$ cat config.mk
export PLATFORM = sky130hd
export DESIGN_NAME = iprio_regs
export DESIGN_NICKNAME = d
export VERILOG_FILES = /design/src/iprio_pkg.sv /design/src/iprio_regs.sv /design/src/iprio_field.sv /design/src/iprio_arb.sv
export VERILOG_INCLUDE_DIRS = /design/src /design/src/src
export SDC_FILE = /design/constraint.sdc
export NUM_CORES = 1
export LEC_CHECK = 0
export ABC_AREA = 1
export BUFFER_PORTS_ARGS = -buffer_cell sky130_fd_sc_hd__buf_2
export CAP_MARGIN = 30
export CELL_PAD_IN_SITES_DETAIL_PLACEMENT = 1
export CELL_PAD_IN_SITES_GLOBAL_PLACEMENT = 1
export CORE_UTILIZATION = 38
export CTS_CLUSTER_DIAMETER = 120
export DETAILED_ROUTE_END_ITERATION = 10
export PLACE_DENSITY_LB_ADDON = 0.3
export REMOVE_ABC_BUFFERS = 1
export SLEW_MARGIN = 20
export SYNTH_ARGS = -nofsm -noshare
export SYNTH_HDL_FRONTEND = slang
export SYNTH_SLANG_ARGS = --single-unit
$ cat constraint.sdc
create_clock -name aclk -period 20.3 [get_ports aclk]
set_input_delay 1.015 -clock aclk [delete_from_list [all_inputs] [get_ports aclk]]
set_output_delay 1.015 -clock aclk [all_outputs]
set_load 0.02 [all_outputs]
$ cat src/iprio_defs.svh
/*
 * Register offsets, field positions, reset values and bus answer codes
 * of the interrupt priority register block.
 * Assumes it is included once per compilation unit by its bare name.
 */
`ifndef IPRIO_DEFS_SVH
`define IPRIO_DEFS_SVH

// byte addresses, one aligned word per register
`define IPRIO_OFS_PSE    8'h00
`define IPRIO_OFS_SER    8'h04
`define IPRIO_OFS_PWM12  8'h08
`define IPRIO_OFS_PWM34  8'h0c
`define IPRIO_OFS_CMP2   8'h10
`define IPRIO_OFS_CMP34  8'h14
`define IPRIO_OFS_ADC01  8'h18
`define IPRIO_OFS_ADC25  8'h1c
`define IPRIO_OFS_ADC6   8'h20
`define IPRIO_OFS_STAT   8'h24

// lowest bit of each three-bit priority field inside its register
`define IPRIO_LSB_PSE    4
`define IPRIO_LSB_SER    4
`define IPRIO_LSB_PWM1   8
`define IPRIO_LSB_PWM2   12
`define IPRIO_LSB_PWM3   0
`define IPRIO_LSB_PWM4   4
`define IPRIO_LSB_CMP2   12
`define IPRIO_LSB_CMP3   0
`define IPRIO_LSB_CMP4   4
`define IPRIO_LSB_ADC0   8
`define IPRIO_LSB_ADC1   12
`define IPRIO_LSB_ADC2   0
`define IPRIO_LSB_ADC3   4
`define IPRIO_LSB_ADC4   8
`define IPRIO_LSB_ADC5   12
`define IPRIO_LSB_ADC6   0

// status register layout, reset values, vector base, bus answers
`define IPRIO_STAT_LVL_LSB 8
`define IPRIO_PRIO_RST     3'h4
`define IPRIO_PRIO_OFF     3'h0
`define IPRIO_VEC_BASE     7'h10
`define IPRIO_RESP_OKAY    2'h0
`define IPRIO_RESP_DECERR  2'h3

`endif

$ cat src/iprio_pkg.sv
/*
 * Types shared by the interrupt priority register block.
 * Assumes nothing of its surroundings.
 */
package iprio_pkg;
   typedef logic [2:0]        iprio_prio_t;
   typedef logic [3:0]        iprio_level_t;
   typedef logic [6:0]        iprio_vec_t;
   typedef logic [3:0]        iprio_idx_t;
   typedef logic [15:0][2:0]  iprio_prio_vec_t;
endpackage

$ cat src/iprio_regs.sv
/*
 * Interrupt priority registers: sixteen per-source priority fields and
 * a read-only level/vector status word, on an AXI4-Lite slave port.
 * Assumes one clock, synchronous active-low reset, a CPU that compares
 * the offered level with its own and pulses irq_accept on entry, and
 * trap requests that always carry a level of eight or more.
 */
`timescale 1ns/10ps
`include "iprio_defs.svh"

// Behaviour
// RULE1 - field value ranks source, seven highest
// RULE2 - zero priority disables source request
// RULE3 - fields read/write, reset to binary 100
// RULE4 - unimplemented bits ignore writes, read zero
// RULE5 - status bits 11:8 show new level
// RULE6 - status bits 6:0 show pending vector
// RULE7 - status read-only, resets to zero
// RULE8 - every source owns an independent field
// RULE9 - all sources start at level four
// RULE10 - traps at levels 8-15 never masked
// RULE11 - status updates on each accepted interrupt
module iprio_regs (
   input  wire logic                  aclk,
   input  wire logic                  aresetn,
   // register bus
   input  wire logic [7:0]            awaddr,
   input  wire logic                  awvalid,
   output logic                       awready,
   input  wire logic [31:0]           wdata,
   input  wire logic [3:0]            wstrb,
   input  wire logic                  wvalid,
   output logic                       wready,
   output logic [1:0]                 bresp,
   output logic                       bvalid,
   input  wire logic                  bready,
   input  wire logic [7:0]            araddr,
   input  wire logic                  arvalid,
   output logic                       arready,
   output logic [31:0]                rdata,
   output logic [1:0]                 rresp,
   output logic                       rvalid,
   input  wire logic                  rready,
   // interrupt sources, see source order below
   input  wire logic [15:0]           src_req,
   input  wire logic                  trap_req,
   input  wire iprio_pkg::iprio_level_t trap_level,
   input  wire iprio_pkg::iprio_vec_t trap_vector,
   // cpu core
   input  wire iprio_pkg::iprio_level_t cpu_level,
   input  wire logic                  irq_accept,
   output logic                       irq_req,
   output iprio_pkg::iprio_level_t    irq_level,
   output iprio_pkg::iprio_vec_t      irq_vector,
   output iprio_pkg::iprio_level_t    new_cpu_level,
   output iprio_pkg::iprio_vec_t      pending_vector_number
);

   // source order: 0 pwm special event, 1 serial error, 2..5 pwm
   // generators 1..4, 6..8 comparators 2..4, 9..15 adc pairs 0..6
   localparam logic [7:0] FOFS [16] = '{
      `IPRIO_OFS_PSE,   `IPRIO_OFS_SER,
      `IPRIO_OFS_PWM12, `IPRIO_OFS_PWM12,
      `IPRIO_OFS_PWM34, `IPRIO_OFS_PWM34,
      `IPRIO_OFS_CMP2,  `IPRIO_OFS_CMP34, `IPRIO_OFS_CMP34,
      `IPRIO_OFS_ADC01, `IPRIO_OFS_ADC01,
      `IPRIO_OFS_ADC25, `IPRIO_OFS_ADC25,
      `IPRIO_OFS_ADC25, `IPRIO_OFS_ADC25,
      `IPRIO_OFS_ADC6
   };
   localparam int FLSB [16] = '{
      `IPRIO_LSB_PSE,  `IPRIO_LSB_SER,
      `IPRIO_LSB_PWM1, `IPRIO_LSB_PWM2,
      `IPRIO_LSB_PWM3, `IPRIO_LSB_PWM4,
      `IPRIO_LSB_CMP2, `IPRIO_LSB_CMP3, `IPRIO_LSB_CMP4,
      `IPRIO_LSB_ADC0, `IPRIO_LSB_ADC1,
      `IPRIO_LSB_ADC2, `IPRIO_LSB_ADC3,
      `IPRIO_LSB_ADC4, `IPRIO_LSB_ADC5,
      `IPRIO_LSB_ADC6
   };

   // write channel holding registers
   logic                         aw_held;
   logic [7:0]                   w_addr;
   logic                         w_held;
   logic [31:0]                  w_data;
   logic [3:0]                   w_strb;
   logic                         do_write;
   logic                         wr_mapped;
   logic                         rd_take;
   logic                         rd_mapped;
   logic [31:0]                  rd_word;

   // priority fields and their write strobes
   iprio_pkg::iprio_prio_vec_t   prio_q;
   logic [15:0]                  fwe;
   logic [15:0]                  wr_hit;
   logic [15:0]                  rd_hit;

   // arbitration results
   logic                         best_valid;
   iprio_pkg::iprio_level_t      best_level;
   iprio_pkg::iprio_idx_t        best_idx;
   iprio_pkg::iprio_vec_t        best_vec;
   logic                         user_present;
   logic                         next_irq_req;
   iprio_pkg::iprio_level_t      next_irq_level;
   iprio_pkg::iprio_vec_t        next_irq_vector;
   logic                         irq_taken;
   logic                         wr_stat;
   logic                         rd_stat;

   // ---- bus: write side ----

   // each channel is accepted on its own; the write fires once both are
   // held and no response is still waiting, so one write at a time
   assign awready  = !aw_held;
   assign wready   = !w_held;
   assign do_write = aw_held && w_held && !bvalid;

   // address and data captured independently, in either order
   always_ff @(posedge aclk) begin
      if (!aresetn) begin
         aw_held <= 1'b0;
         w_addr  <= 8'h00;
      end else if (awvalid && awready) begin
         aw_held <= 1'b1;
         w_addr  <= awaddr;
      end else if (do_write) begin
         aw_held <= 1'b0;
      end
   end

   always_ff @(posedge aclk) begin
      if (!aresetn) begin
         w_held <= 1'b0;
         w_data <= 32'h0000_0000;
         w_strb <= 4'h0;
      end else if (wvalid && wready) begin
         w_held <= 1'b1;
         w_data <= wdata;
         w_strb <= wstrb;
      end else if (do_write) begin
         w_held <= 1'b0;
      end
   end

   // per-field write decode; a field lives in a single byte lane, and
   // bits outside every field have no storage at all
   genvar gi;
   generate
      for (gi = 0; gi < 16; gi++) begin : g_field
         assign wr_hit[gi] = (w_addr == FOFS[gi]);
         assign rd_hit[gi] = (araddr == FOFS[gi]);
         assign fwe[gi] = do_write && wr_hit[gi]
                          && w_strb[FLSB[gi] / 8]; // RULE4
         iprio_field u_field (
            .aclk    (aclk),
            .aresetn (aresetn),
            .we      (fwe[gi]),
            .wdata   (w_data[FLSB[gi] +: 3]),
            .prio    (prio_q[gi])
         ); // RULE8
      end
   endgenerate

   // status word is mapped but takes no write
   assign wr_stat   = (w_addr == `IPRIO_OFS_STAT);
   assign wr_mapped = (|wr_hit) || wr_stat; // RULE7

   // response follows the write by one cycle, held until bready
   always_ff @(posedge aclk) begin
      if (!aresetn) begin
         bvalid <= 1'b0;
         bresp  <= `IPRIO_RESP_OKAY;
      end else if (do_write) begin
         bvalid <= 1'b1;
         bresp  <= wr_mapped ? `IPRIO_RESP_OKAY : `IPRIO_RESP_DECERR;
      end else if (bready) begin
         bvalid <= 1'b0;
      end
   end

   // ---- bus: read side ----

   // a new read is taken only once the previous data has gone
   assign arready   = !rvalid;
   assign rd_take   = arvalid && arready;
   assign rd_stat   = (araddr == `IPRIO_OFS_STAT);
   assign rd_mapped = (|rd_hit) || rd_stat;

   // read word assembled from fields; every other bit stays zero
   always_comb begin
      rd_word = 32'h0000_0000;
      for (int i = 0; i < 16; i++) begin
         if (rd_hit[i]) begin
            rd_word = rd_word | (32'(prio_q[i]) << FLSB[i]); // RULE4
         end
      end
      if (rd_stat) begin
         rd_word = 32'(new_cpu_level) << `IPRIO_STAT_LVL_LSB // RULE5
                   | 32'(pending_vector_number); // RULE6
      end
   end

   // read data registered at the address handshake
   always_ff @(posedge aclk) begin
      if (!aresetn) begin
         rvalid <= 1'b0;
         rdata  <= 32'h0000_0000;
         rresp  <= `IPRIO_RESP_OKAY;
      end else if (rd_take) begin
         rvalid <= 1'b1;
         rdata  <= rd_word;
         rresp  <= rd_mapped ? `IPRIO_RESP_OKAY : `IPRIO_RESP_DECERR;
      end else if (rready) begin
         rvalid <= 1'b0;
      end
   end

   // ---- request selection ----

   iprio_arb u_arb (
      .req        (src_req),
      .prio       (prio_q),
      .best_valid (best_valid),
      .best_level (best_level),
      .best_idx   (best_idx),
      .best_vec   (best_vec)
   );

   // a user request is offered only above the current cpu level;
   // traps bypass both the priority fields and that comparison
   assign user_present    = best_valid && (best_level > cpu_level);
   assign next_irq_req    = trap_req || user_present; // RULE10
   assign next_irq_level  = trap_req ? trap_level : best_level;
   assign next_irq_vector = trap_req ? trap_vector : best_vec;

   // offer registered, so a source change shows one cycle later
   always_ff @(posedge aclk) begin
      if (!aresetn) begin
         irq_req    <= 1'b0;
         irq_level  <= 4'h0;
         irq_vector <= 7'h00;
      end else begin
         irq_req    <= next_irq_req; // RULE1 RULE2
         irq_level  <= next_irq_level;
         irq_vector <= next_irq_vector;
      end
   end

   // ---- status word ----

   // latched only when the cpu takes the offer; software cannot touch
   // it, so a stale value stays visible until the next entry
   assign irq_taken = irq_accept && irq_req;

   always_ff @(posedge aclk) begin
      if (!aresetn) begin
         new_cpu_level         <= 4'h0; // RULE7
         pending_vector_number <= 7'h00;
      end else if (irq_taken) begin
         new_cpu_level         <= irq_level; // RULE5 RULE11
         pending_vector_number <= irq_vector; // RULE6 RULE11
      end
   end

   // ---- checks ----

   a_status_latch: assert property (@(posedge aclk) // RULE11
      disable iff (!aresetn)
      irq_taken |=> new_cpu_level == $past(irq_level)
                    && pending_vector_number == $past(irq_vector))
      else $error("status word did not take the accepted request");

   a_status_readonly: assert property (@(posedge aclk) // RULE7
      disable iff (!aresetn)
      do_write && wr_stat && !irq_taken
      |=> $stable(new_cpu_level) && $stable(pending_vector_number))
      else $error("status word changed on a software write");

   a_trap_unmasked: assert property (@(posedge aclk) // RULE10
      disable iff (!aresetn)
      trap_req |=> irq_req && irq_level == $past(trap_level)
                   && irq_vector == $past(trap_vector))
      else $error("trap request was not offered");

   a_disabled_source: assert property (@(posedge aclk) // RULE2
      disable iff (!aresetn)
      best_valid |-> prio_q[best_idx] != `IPRIO_PRIO_OFF
                     && src_req[best_idx])
      else $error("disabled or idle source selected");

   a_user_rank: assert property (@(posedge aclk) // RULE1
      disable iff (!aresetn)
      !trap_req && best_valid
      |-> ##1 irq_req == ($past(best_level) > $past(cpu_level))
              && (!irq_req || irq_level == $past(best_level)))
      else $error("user request offered at wrong level");

   // status reads are left out here: a trap level sets bit 11 there
   a_unused_zero: assert property (@(posedge aclk) // RULE4
      disable iff (!aresetn)
      rd_take && !rd_stat
      |=> rdata[31:15] == 17'h00000 && rdata[11] == 1'b0
          && rdata[7] == 1'b0 && rdata[3] == 1'b0)
      else $error("unimplemented bits read nonzero");

   a_status_read: assert property (@(posedge aclk) // RULE6
      disable iff (!aresetn)
      rd_take && rd_stat
      |=> rdata[11:8] == $past(new_cpu_level)
          && rdata[6:0] == $past(pending_vector_number)
          && rdata[31:12] == 20'h00000 && rdata[7] == 1'b0)
      else $error("status read returned wrong fields");

   a_write_answer: assert property (@(posedge aclk) // RULE4
      disable iff (!aresetn)
      do_write |=> bvalid && bresp == ($past(wr_mapped)
                   ? `IPRIO_RESP_OKAY : `IPRIO_RESP_DECERR))
      else $error("write not answered next cycle");

   a_read_answer: assert property (@(posedge aclk) // RULE4
      disable iff (!aresetn)
      rd_take |=> rvalid && rresp == ($past(rd_mapped)
                  ? `IPRIO_RESP_OKAY : `IPRIO_RESP_DECERR))
      else $error("read not answered next cycle");

   a_unmapped_write: assert property (@(posedge aclk) // RULE4
      disable iff (!aresetn)
      do_write && !wr_mapped |=> $stable(prio_q))
      else $error("write to an unmapped address changed a field");

   a_idle_no_offer: assert property (@(posedge aclk) // RULE2
      disable iff (!aresetn)
      !trap_req && !best_valid |=> !irq_req)
      else $error("offer made with no enabled request");

   a_status_hold: assert property (@(posedge aclk) // RULE7
      disable iff (!aresetn)
      !irq_taken
      |=> $stable(new_cpu_level) && $stable(pending_vector_number))
      else $error("status word changed without an accepted entry");

endmodule // iprio_regs

$ cat src/iprio_field.sv
/*
 * One three-bit priority field, loaded by a qualified write strobe.
 * Assumes the caller has already decoded address and byte lane.
 */
`timescale 1ns/10ps
`include "iprio_defs.svh"

module iprio_field (
   input  wire logic                aclk,
   input  wire logic                aresetn,
   input  wire logic                we,
   input  wire iprio_pkg::iprio_prio_t wdata,
   output iprio_pkg::iprio_prio_t   prio
);

   // reset loads level four: top bit set, lower bits clear
   always_ff @(posedge aclk) begin
      if (!aresetn) begin
         prio <= `IPRIO_PRIO_RST; // RULE3 RULE9
      end else if (we) begin
         prio <= wdata; // RULE3 RULE8
      end
   end

   a_field_write: assert property (@(posedge aclk) disable iff (!aresetn)
      we |=> prio == $past(wdata)) // RULE3
      else $error("priority field missed a write");

   a_field_reset: assert property (@(posedge aclk) disable iff (!aresetn)
      $rose(aresetn) |-> prio == `IPRIO_PRIO_RST) // RULE9
      else $error("priority field not at level four after reset");

endmodule // iprio_field

$ cat src/iprio_arb.sv
/*
 * Picks the highest-ranked enabled request among the sixteen sources.
 * Assumes requests and priorities are stable within the clock cycle.
 */
`timescale 1ns/10ps
`include "iprio_defs.svh"

module iprio_arb (
   input  wire logic [15:0]             req,
   input  wire iprio_pkg::iprio_prio_vec_t prio,
   output logic                         best_valid,
   output iprio_pkg::iprio_level_t      best_level,
   output iprio_pkg::iprio_idx_t        best_idx,
   output iprio_pkg::iprio_vec_t        best_vec
);

   // strict compare: on equal rank the lower source index wins
   always_comb begin
      best_valid = 1'b0;
      best_level = 4'h0;
      best_idx   = 4'h0;
      for (int i = 0; i < 16; i++) begin
         if (req[i] && prio[i] != `IPRIO_PRIO_OFF // RULE2
             && {1'b0, prio[i]} > best_level) begin // RULE1
            best_valid = 1'b1;
            best_level = {1'b0, prio[i]};
            best_idx   = 4'(i);
         end
      end
   end

   // vector numbers run upward from a fixed base in source order
   assign best_vec = `IPRIO_VEC_BASE + {3'h0, best_idx};

endmodule // iprio_arb

---- Word level (Yosys, flattened, before mapping) ----
Cells that the tools add are included.
word-level totals
  output and inout port bits .............. 64
  register bits ........................... 136
  word-level logic and storage cells ...... 247
operators by class
  equality and inequality tests ........... 18
  multiplexer cells ....................... 75
  magnitude comparators ................... 17
  reductions and logical operators ........ 89
  bitwise gates (word level) .............. 16
  $add $sub $neg .......................... 1
operators with widths
  operator                                       number
  two-way mux 32 bit                             16
  bitwise OR 32 x 15 -> 32 bit                   4
  bitwise OR 32 x 3 -> 32 bit                    4
  bitwise OR 32 x 7 -> 32 bit                    4
  bitwise OR 32 x 11 -> 32 bit                   3
  == test 8 x 5 -> 1 bit, second input constant  8
  two-way mux 3 bit                              20
  logical AND 1 bit                              58
  nonzero test 3 bit                             16
  > comparator 3 bit                             15
  two-way mux 4 bit                              9
  == test 8 x 4 -> 1 bit, second input constant  4
  == test 8 x 6 -> 1 bit, second input constant  4
  two-way mux 1 bit                              24
  OR reduction 9 bit                             2
  == test 8 x 3 -> 1 bit, second input constant  2
  zero test 8 bit                                2
  two-way mux 7 bit                              2
  bitwise OR 12 x 7 -> 12 bit                    1
  two-way mux 2 bit                              4
  nonzero test 2 bit                             4
  adder 5 x 4 -> 6 bit, first input constant     1
  > comparator 4 bit                             1
  zero test 1 bit                                4
  other kinds (2)                                4

---- Depth between registers and ports, before layout ----
Gate-level depths: netlist of the first run.
  depth in word-level cells ............... 52
  mapped depth ............................ 126

---- Hierarchy ----
A second synthesis of the first run with hierarchy kept.
second synthesis, totals
  cells, all modules ...................... 1170
  area total of the unflattened synthesis .. 7626.1 um^2
by module, submodules not included
  module       cells each  area an instance (um^2)  times used  seq. area each (um^2)
  iprio_regs   483         3392.0                   1           1301.2
  iprio_arb    415         2412.3                   1           0.0
  iprio_field  17          113.9                    16          60.1

---- Worst setup path after synthesis of the first run ----
No wires, ideal clock.
  path kind ............................... input port to flip-flop
  start point ............................. in src_req[0]
  end point ............................... reg irq_req
  data arrival time ....................... 17.195 ns
  buffers on the path ..................... 0
  slack ................................... 3.045 ns
  cell stages on the path ................. 110
  path through ............................ nand2_1 nor2_1 ha_1 nand3_1 nand2_2 nor2_4 nand2_4 o21ai_0 ha_1 o21ai_0 nand3_1 nand3_2 nand2_2 o21ai_0 ha_1 or2_2 o21ai_2 inv_2 [74 not listed] nand2_4 nand3_1 and2_1 ha_1 nand2_1 o21ai_0 a31oi_1 nand2_1 inv_1 nand2_1 and2_1 ha_1 inv_1 o21bai_1 a21oi_1 a311oi_1 nand3_1 nand2_1
between the ends
  cells in the longest elaborated chain, start to end .. 51
  elaborated cells between the ends (all ways) .. 67
  classes of those cells .................. order compare (16); mux (32); reduce/logical (19)
RTL lines
  item                                  line               text
  start: declaration                    iprio_regs.sv:45   input wire logic [15:0] src_req,
  logical AND 1 bit (no source line) *  n/a
  logical AND 1 bit *                   iprio_arb.sv:23    if (req[i] && prio[i] != `IPRIO_PRIO_OFF
  two-way mux 3 bit                     iprio_arb.sv:23
  > comparator 3 bit                    iprio_arb.sv:24    && {1'b0, prio[i]} > best_level) begin
  logical AND 1 bit                     iprio_arb.sv:23
  two-way mux 3 bit                     iprio_arb.sv:23
  > comparator 3 bit                    iprio_arb.sv:24
  logical AND 1 bit                     iprio_arb.sv:23
  [35 not listed]                       n/a
  logical AND 1 bit                     iprio_arb.sv:23
  two-way mux 3 bit                     iprio_arb.sv:23
  > comparator 3 bit                    iprio_arb.sv:24
  logical AND 1 bit                     iprio_arb.sv:23
  two-way mux 3 bit                     iprio_arb.sv:23
  > comparator 4 bit                    iprio_regs.sv:234  assign user_present = best_valid && (best_level > cpu_level);
  logical AND 1 bit *                   iprio_regs.sv:234
  logical OR 1 bit *                    iprio_regs.sv:235  assign next_irq_req = trap_req || user_present;
  end signal: assignment                iprio_regs.sv:246  irq_req <= next_irq_req;
  end: declaration                      iprio_regs.sv:52   output logic irq_req,
Mark *: on every way between the ends. The rest lies on a longest branch, timed or not.
A chain may end at the register's enable or synchronous reset.

---- Final worst setup path of the first run ----
Ends and elaborated chain as after synthesis.

==> results.ini, run 1 <==
[min_path]
hp-class = flop to flop

[worst_setup_path]
critical_path_arrival_ns = 18.86
end_kind = flop
slowest_delay_ns = 0.31
worstPathRequired_ns = 20.66
critPathMostFrequentCell = nand2_2
crit_fanout = 6
crit_type = input port to flop
worst_path_max_delay_cell = or2_2
cp-start-kind = input port

[floorplanning]
die_h_um = 132
io_pins = 156
rows = 47
start_util_pct = 38.8
die_area_um2 = 17500
coreArea_um2 = 16600
die_width_um = 132

[synthesis]
synthFlopType = dfxtp_1
synth_seq_area_share_pct = 35.2
synth_cells = 925
netlist_top_cells_area = dfxtp_1 35%, o21ai_0 10%, nand2_1 9.2%, inv_1 7.5%, a21oi_1 5.7%
synthTopCellsByCount = 157 x nand2_1, 129 x inv_1, 128 x o21ai_0, 113 x dfxtp_1, 79 x nor2_1
synth_edf_count = 0
syn_area_per_cell_um2 = 6.96
ys_warn_count = 0
syn_area_um2 = 6430
ys_seq_elements = 113
synth_top_area_share_pct = 35.2
async_flop_share_pct = 0
yosysTopAreaCell = dfxtp_1
yosysMostFrequentCell = nand2_1
ys_types = 39

[global_route]
grt_usage_pct = 24.8
overflow = 0
grt_max_degree = 94
first_global_vias = 6688
grt_antenna_before_repair = 0
grt_pass1_wl_mm = 33.6

[place]
post_dp_cell_area_um2 = 7150
gp_congestion = 0.844
post-place-ws_ns = 0.530
dp_hpwl_mm = 15.9
portBuffers = 115
dp.cells = 1242

[power_and_ir_drop]
p_int_uw = 429
p_comb_share_pct = 10.5
switching_share_pct = 27.1
switching_power_uw = 160
powerDensity_nw_per_um2 = 76.3
seq_power_share_pct = 40.1
clkPwrFrac_pct = 49.4
irDropWorstVdd_v = 0.0000588
power.leakage_uw = 0.00361

[layout]
multiInputGateArea_um2 = 3530
fin_cells = 1274
insertedDiodeCount = 0
fill_cells = 2209
final_layout_size_suffix_gt1_share_pct = 21.0
seq_area_um2 = 2260
final_area_um2 = 7720
syn_to_final_growth_pct = 20.0
nets = 1155

[sta]
drv_slew = 0
setup-tns-final_ns = 0
whs_ns = 0.461
fin_skew_ns = 0.00726
period_share_pct = 91.1
rsz0062_at_grt = false
hold_viol_final = 0
timing.final.ws_setup_ns = 1.80
relSlewSlack_pct = 40.8
setup_violations = 0
tightest_slew_ns = 0.889
period_needed_ns = 18.50
max_freq_ghz = 0.0540

[run]
cap_violations = 0

[run_status]
status = complete, no violations

[route]
vias = 6550
dr.pass1.iters = 4
wl_mm = 20.8
drt.antenna.violating_nets = 0
drc_errors = 0
viasPerCell = 5.14
initialDrtViolationCount = 379
wl_per_cell_um = 16.3

[clock_network]
cts-htree-levels = 4
root_buffer = clkbuf_16
numCtsBuffers = 17
cts_tree = built
clk_latency_ns = 0.43
cts.sinks = 113
clk_pin_slew_ns = 0.06
cts_max_path_buffers = 2

## power by group through the flow
stage | Clock [uW] | Combinational, uW | Sequential (uW)
3_5_place_dp | 0 | 61.5 | 241
6_report | 291 | 61.7 | 236
5_1_grt | 304 | 69.0 | 237
3_3_place_gp | 0 | 60.0 | 240
4_1_cts | 295 | 62.1 | 236
2_1_floorplan | 0 | 31.6 | 244
## state kept, by name, indices dropped and copies added (netlist names)
| register | count |
|---|---|
| w_addr | 8 |
| w_held | 1 |
| rvalid | 1 |
| irq_req | 1 |
| aw_held | 1 |
| irq_vector | 7 |
| rresp | 1 |
| pending_vector_number | 7 |
| w_data | 12 |
| new_cpu_level | 4 |
| bresp | 1 |
| w_strb | 2 |
| rdata | 14 |
| g_field.u_field.prio | 48 |
| irq_level | 4 |
| bvalid | 1 |
## critical path: cells and delay by family
kind / cells / cell delay [ns]
AOI/OAI and AO/OA: 30 / 5.37
adders and majority gates: 16 / 4.37
buffers and inverters: 11 / 0.85
and+or+nand+nor: 56 / 7.21
## placed cells by master, fill, tap and decap left out, drive strengths merged, types with 5 or more instances in the layout
| master | instances |
|---|---|
| a31oi | 7 |
| conb | 18 |
| o21ai | 132 |
| clkbuf | 19 |
| clkinv | 5 |
| buf | 117 |
| inv | 134 |
| o211ai | 18 |
| nand3 | 43 |
| a221oi | 6 |
| nor2 | 80 |
| nor3 | 19 |
| o22ai | 14 |
| ha | 22 |
| nand2 | 200 |
| or2 | 9 |
| a21oi | 73 |
| dfxtp | 113 |
## final timing paths
path	from	to	slack, ns	cells past startpoint
min reg2reg	rdata[4]	rdata[4]	0.46	2
max	src_req[0]	irq_req	1.80	113
min	rdata[4]	rdata[4]	0.46	2
max reg2reg	g_field[0].u_field.prio[2]	irq_req	2.01	114
## what timing repair did
item	in CTS	in global routing
gates resized for setup	0	12
hold buffers	0	0
setup endpoints to repair	0	8
setup buffers	0	0
## area by class of cell
cell class | instances | area share (%)
flip-flops and latches | 113 | 29.3
multi-input cells | 660 | 45.7
repair buffers | 117 | 7.62
clock buffers | 19 | 5.61
clock inverters | 13 | 1.77
inverters | 132 | 6.42
well taps | 220 | 3.57
## through the flow
| step | power, uW | util, % |
|---|---|---|
| floorplan | 276 | - |
| global placement | 300 | 43.1 |
| detailed placement | 302 | 43.1 |
| CTS | 593 | 46.5 |
| global route | 610 | 46.6 |
| finish | 589 | 46.6 |
## routing by layer
metal / wire [um] / up-vias / global-route usage, %
met4: 433 / 0 / 9.04
met5: 0 / - / 0
met2: 9820 / 129 / 41.7
met1: 9730 / 3113 / 31.5
met3: 788 / 31 / 4.65
li1: - / 3277 / -
## cell families after synthesis
| family | share of synthesized area [%] |
|---|---|
| buf+inv | 11.0 |
| flops | 35.2 |
| simple gates | 26.9 |
| fa+ha+maj | 4.28 |
| compound gates | 22.6 |
| other cells | 0.0583 |
Power figures use the tool's default switching activity.
==> run 2, diff against run 1 <==
--- a/config.mk
+++ b/config.mk
@@ -6,15 +6,14 @@
 export SDC_FILE = /design/constraint.sdc
 export NUM_CORES = 1
 export LEC_CHECK = 0
-export ABC_AREA = 1
 export BUFFER_PORTS_ARGS = -buffer_cell sky130_fd_sc_hd__buf_2
 export CAP_MARGIN = 30
 export CELL_PAD_IN_SITES_DETAIL_PLACEMENT = 1
 export CELL_PAD_IN_SITES_GLOBAL_PLACEMENT = 1
-export CORE_UTILIZATION = 38
+export CORE_UTILIZATION = 40
 export CTS_CLUSTER_DIAMETER = 120
 export DETAILED_ROUTE_END_ITERATION = 10
-export PLACE_DENSITY_LB_ADDON = 0.3
+export PLACE_DENSITY_LB_ADDON = 0.12
 export REMOVE_ABC_BUFFERS = 1
 export SLEW_MARGIN = 20
 export SYNTH_ARGS = -nofsm -noshare
==> run 2 against run 1 <==
  * The run now ends with negative setup slack left
  * Combinational power up 53%
  * Register-to-register slack worse by 2.5 ns
  * Core utilization up 11 points
  * Non-clock buffer count up 140
  * Flip-flop and latch count unchanged
  * Sequential share of layout area down 6.7 points
  * Sequential power about the same
  * Clock power up 6%
==> results.ini, run 2 <==
[sta]
relSlewSlack_pct = 36.2
drv_slew = 0
period_share_pct = 104
setup_violations = 7
period_needed_ns = 21.03
rsz0062_at_grt = true
fin_skew_ns = 0.00811
timing.final.ws_setup_ns = -0.733
tightest_slew_ns = 0.954
hold_viol_final = 0
whs_ns = 0.459
max_freq_ghz = 0.0475

[run_status]
violations = negative setup slack
status = finished, violations left

[route]
wl_per_cell_um = 21.6
dr.pass1.iters = 5
wl_mm = 29.3
drc_errors = 0
viasPerCell = 5.87
initialDrtViolationCount = 508
vias = 7967
drt.antenna.violating_nets = 0

[layout]
top_register = g_field.u_field.prio
mostFrequentLayoutCell = buf_4
fill_cells = 2092
largest_register_ffs = 48
mostFrequentLayoutCells = 136 x buf_4, 114 x buf_2, 113 x dfxtp_1, 112 x nand2_1, 95 x nor2_1
nets = 1234
insertedDiodeCount = 0
final_layout_size_suffix_gt1_share_pct = 37.1
syn_to_final_growth_pct = 41.0
largestRegisters = g_field.u_field.prio (48), rdata (14), w_data (12)

[synthesis]
yosysTopAreaCell = dfxtp_1
async_flop_share_pct = 0
yosysMostFrequentCell = nand2_1
synth_simple_gate_area_share_pct = 21.5
synth_top_family_by_area = compound AO/OA/AOI/OAI gates
synth_seq_area_share_pct = 31.9
syn_area_per_cell_um2 = 8.03
ys_types = 84
ys_seq_elements = 113
synth_compound_area_share_pct = 26.3
synth_top_area_share_pct = 31.9
synthTopCellsByCount = 119 x nand2_1, 113 x dfxtp_1, 109 x nor2_1, 58 x mux2i_1, 54 x a21oi_1
synthAdderAreaFrac_pct = 5.02
syn_area_um2 = 7100
synth_edf_count = 0
synth_xor_area_share_pct = 0
synth_cells = 884
synthFlopType = dfxtp_1
muxShareOfSynthArea_pct = 9.40
netlist_top_cells_area = dfxtp_1 32%, mux2i_1 8.2%, nand2_1 6.3%, nor2_1 5.8%, ha_1 3.9%
ys_warn_count = 0

[global_route]
grt_pass1_wl_mm = 41.4
first_global_vias = 7575
grt_max_degree = 55
overflow = 0
grt_antenna_before_repair = 0
grt_usage_pct = 29.4

[floorplanning]
die_width_um = 135
rows = 48
io_pins = 156
start_util_pct = 41.0
coreArea_um2 = 17300
die_area_um2 = 18300
die_h_um = 135

[clock_network]
cts_hold_buffers = 0
cts_tree = built
cts-htree-levels = 4
clk_pin_slew_ns = 0.06
root_buffer = clkbuf_16
cts_max_path_buffers = 2
clk_latency_ns = 0.42
cts.sinks = 113
numCtsBuffers = 17

[worst_setup_path]
worst_path_max_delay_cell = or4b_4
crit_cells = 116
crit_type = input port to flop
worstPathRequired_ns = 20.58
slowest_delay_ns = 0.56
rr_startpoint = g_field[0].u_field.prio[2]
crit_start = src_req[0]
reg2reg_to = irq_req
critPathMostFrequentCell = ha_4
critical_path_arrival_ns = 21.32
reg2reg_depth = 115
cpLargestDelayFamily = compound AO/OA/AOI/OAI gates
end_kind = flop
rrSetupSlack_ns = -0.50
crit_fanout = 4
endpoint = irq_req
path_buf_inv = 7
cp-start-kind = input port

[power_and_ir_drop]
power.leakage_uw = 0.00452
power_uw = 641
switching_share_pct = 26.7
seq_power_share_pct = 37.0
powerDensity_nw_per_um2 = 64.0
p_comb_share_pct = 14.8
switching_power_uw = 171
p_int_uw = 470
irDropWorstVdd_v = 0.0000449
clkPwrFrac_pct = 48.2

[run]
cap_violations = 0

[min_path]
hp-class = flop to flop

[place]
dp_hpwl_mm = 19.6
portBuffers = 115
gp_congestion = 0.900

==> run 2: cell type report <==
cell class / count / area, um2 / share of cell area (%)
clock buffers: 22 / 474 / 4.74
clock inverters: 10 / 133 / 1.33
inverters: 29 / 109 / 1.09
multi-input cells: 702 / 5070 / 50.7
flip-flops and latches: 113 / 2260 / 22.6
well taps: 225 / 282 / 2.81
repair buffers: 257 / 1670 / 16.7
==> run 2: how the worst min path moves through the flow <==
stage,slack (ns),to,start,cells after the start
after CTS,0.45,new_cpu_level[0],irq_level[0],2
after floorplan,0.45,w_strb[1],w_strb[1],2
after detailed placement,0.44,new_cpu_level[0],irq_level[0],2
after global placement,0.44,pending_vector_number[2],irq_vector[2],2
after global routing,0.48,pending_vector_number[0],irq_vector[0],2
final,0.46,rdata[3],rdata[3],2
==> run 2: metal layers <==
layer,wire length [um],global-route usage (%),vias up
met1,12700,38.5,3999
met3,1260,4.19,63
met5,0,0,-
li1,-,-,3653
met2,14600,49.7,252
met4,776,8.93,0
==> run 2: power groups by stage <==
stage / logic [uW] / registers (uW) / clock network [uW]
final: 94.7 / 237 / 309
after global routing: 101 / 238 / 322
after detailed placement: 81.4 / 241 / 0
after floorplan: 39.6 / 245 / 0
after global placement: 79.7 / 241 / 0
after CTS: 85.4 / 237 / 309
==> run 2: worst register-to-register path, delay by kind of cell (launching register included) <==
family                   cells  cell delay (ns)
AO/OA/AOI/OAI               45             7.25
adder cells (fa/ha/maj)     21             5.81
AND/OR/NAND/NOR             37             4.57
multiplexers                 6             1.81
buffers and inverters        6             0.74
flip-flops                   1             0.43
==> run 2: through the flow <==
step           area, um2  utilization (%)  worst slack (ns)  instances  setup TNS (ns)
3_5_place_dp        8480             49.0             -1.72       1286           -8.97
6_report           10000             57.9            -0.733       1358           -1.78
3_3_place_gp        8470             49.0            -0.842       1285           -2.18
2_1_floorplan       6860                -             -1.22        844           -4.23
4_1_cts             9320             53.9            -0.703       1335           -1.45
5_1_grt            10000             57.9             -1.37       1358           -6.73
==> run 2: cell families (layout without fill, tap and decap cells) <==
group | Yosys count | in the layout
AO/OA/AOI/OAI | 256 | 256
flip-flops | 113 | 113
other | 1 | 18
buffers and inverters | 86 | 318
AND/OR/NAND/NOR | 334 | 334
multiplexers | 64 | 64
adder cells (fa/ha/maj) | 30 | 30
==> run 2: timing repair <==
item / in CTS / in global routing
gates resized for setup: 28 / 106
endpoints found under the setup margin: 8 / 8
buffers inserted: 17 / 27
pin swaps: 30 / 74
gates cloned: 0 / 0
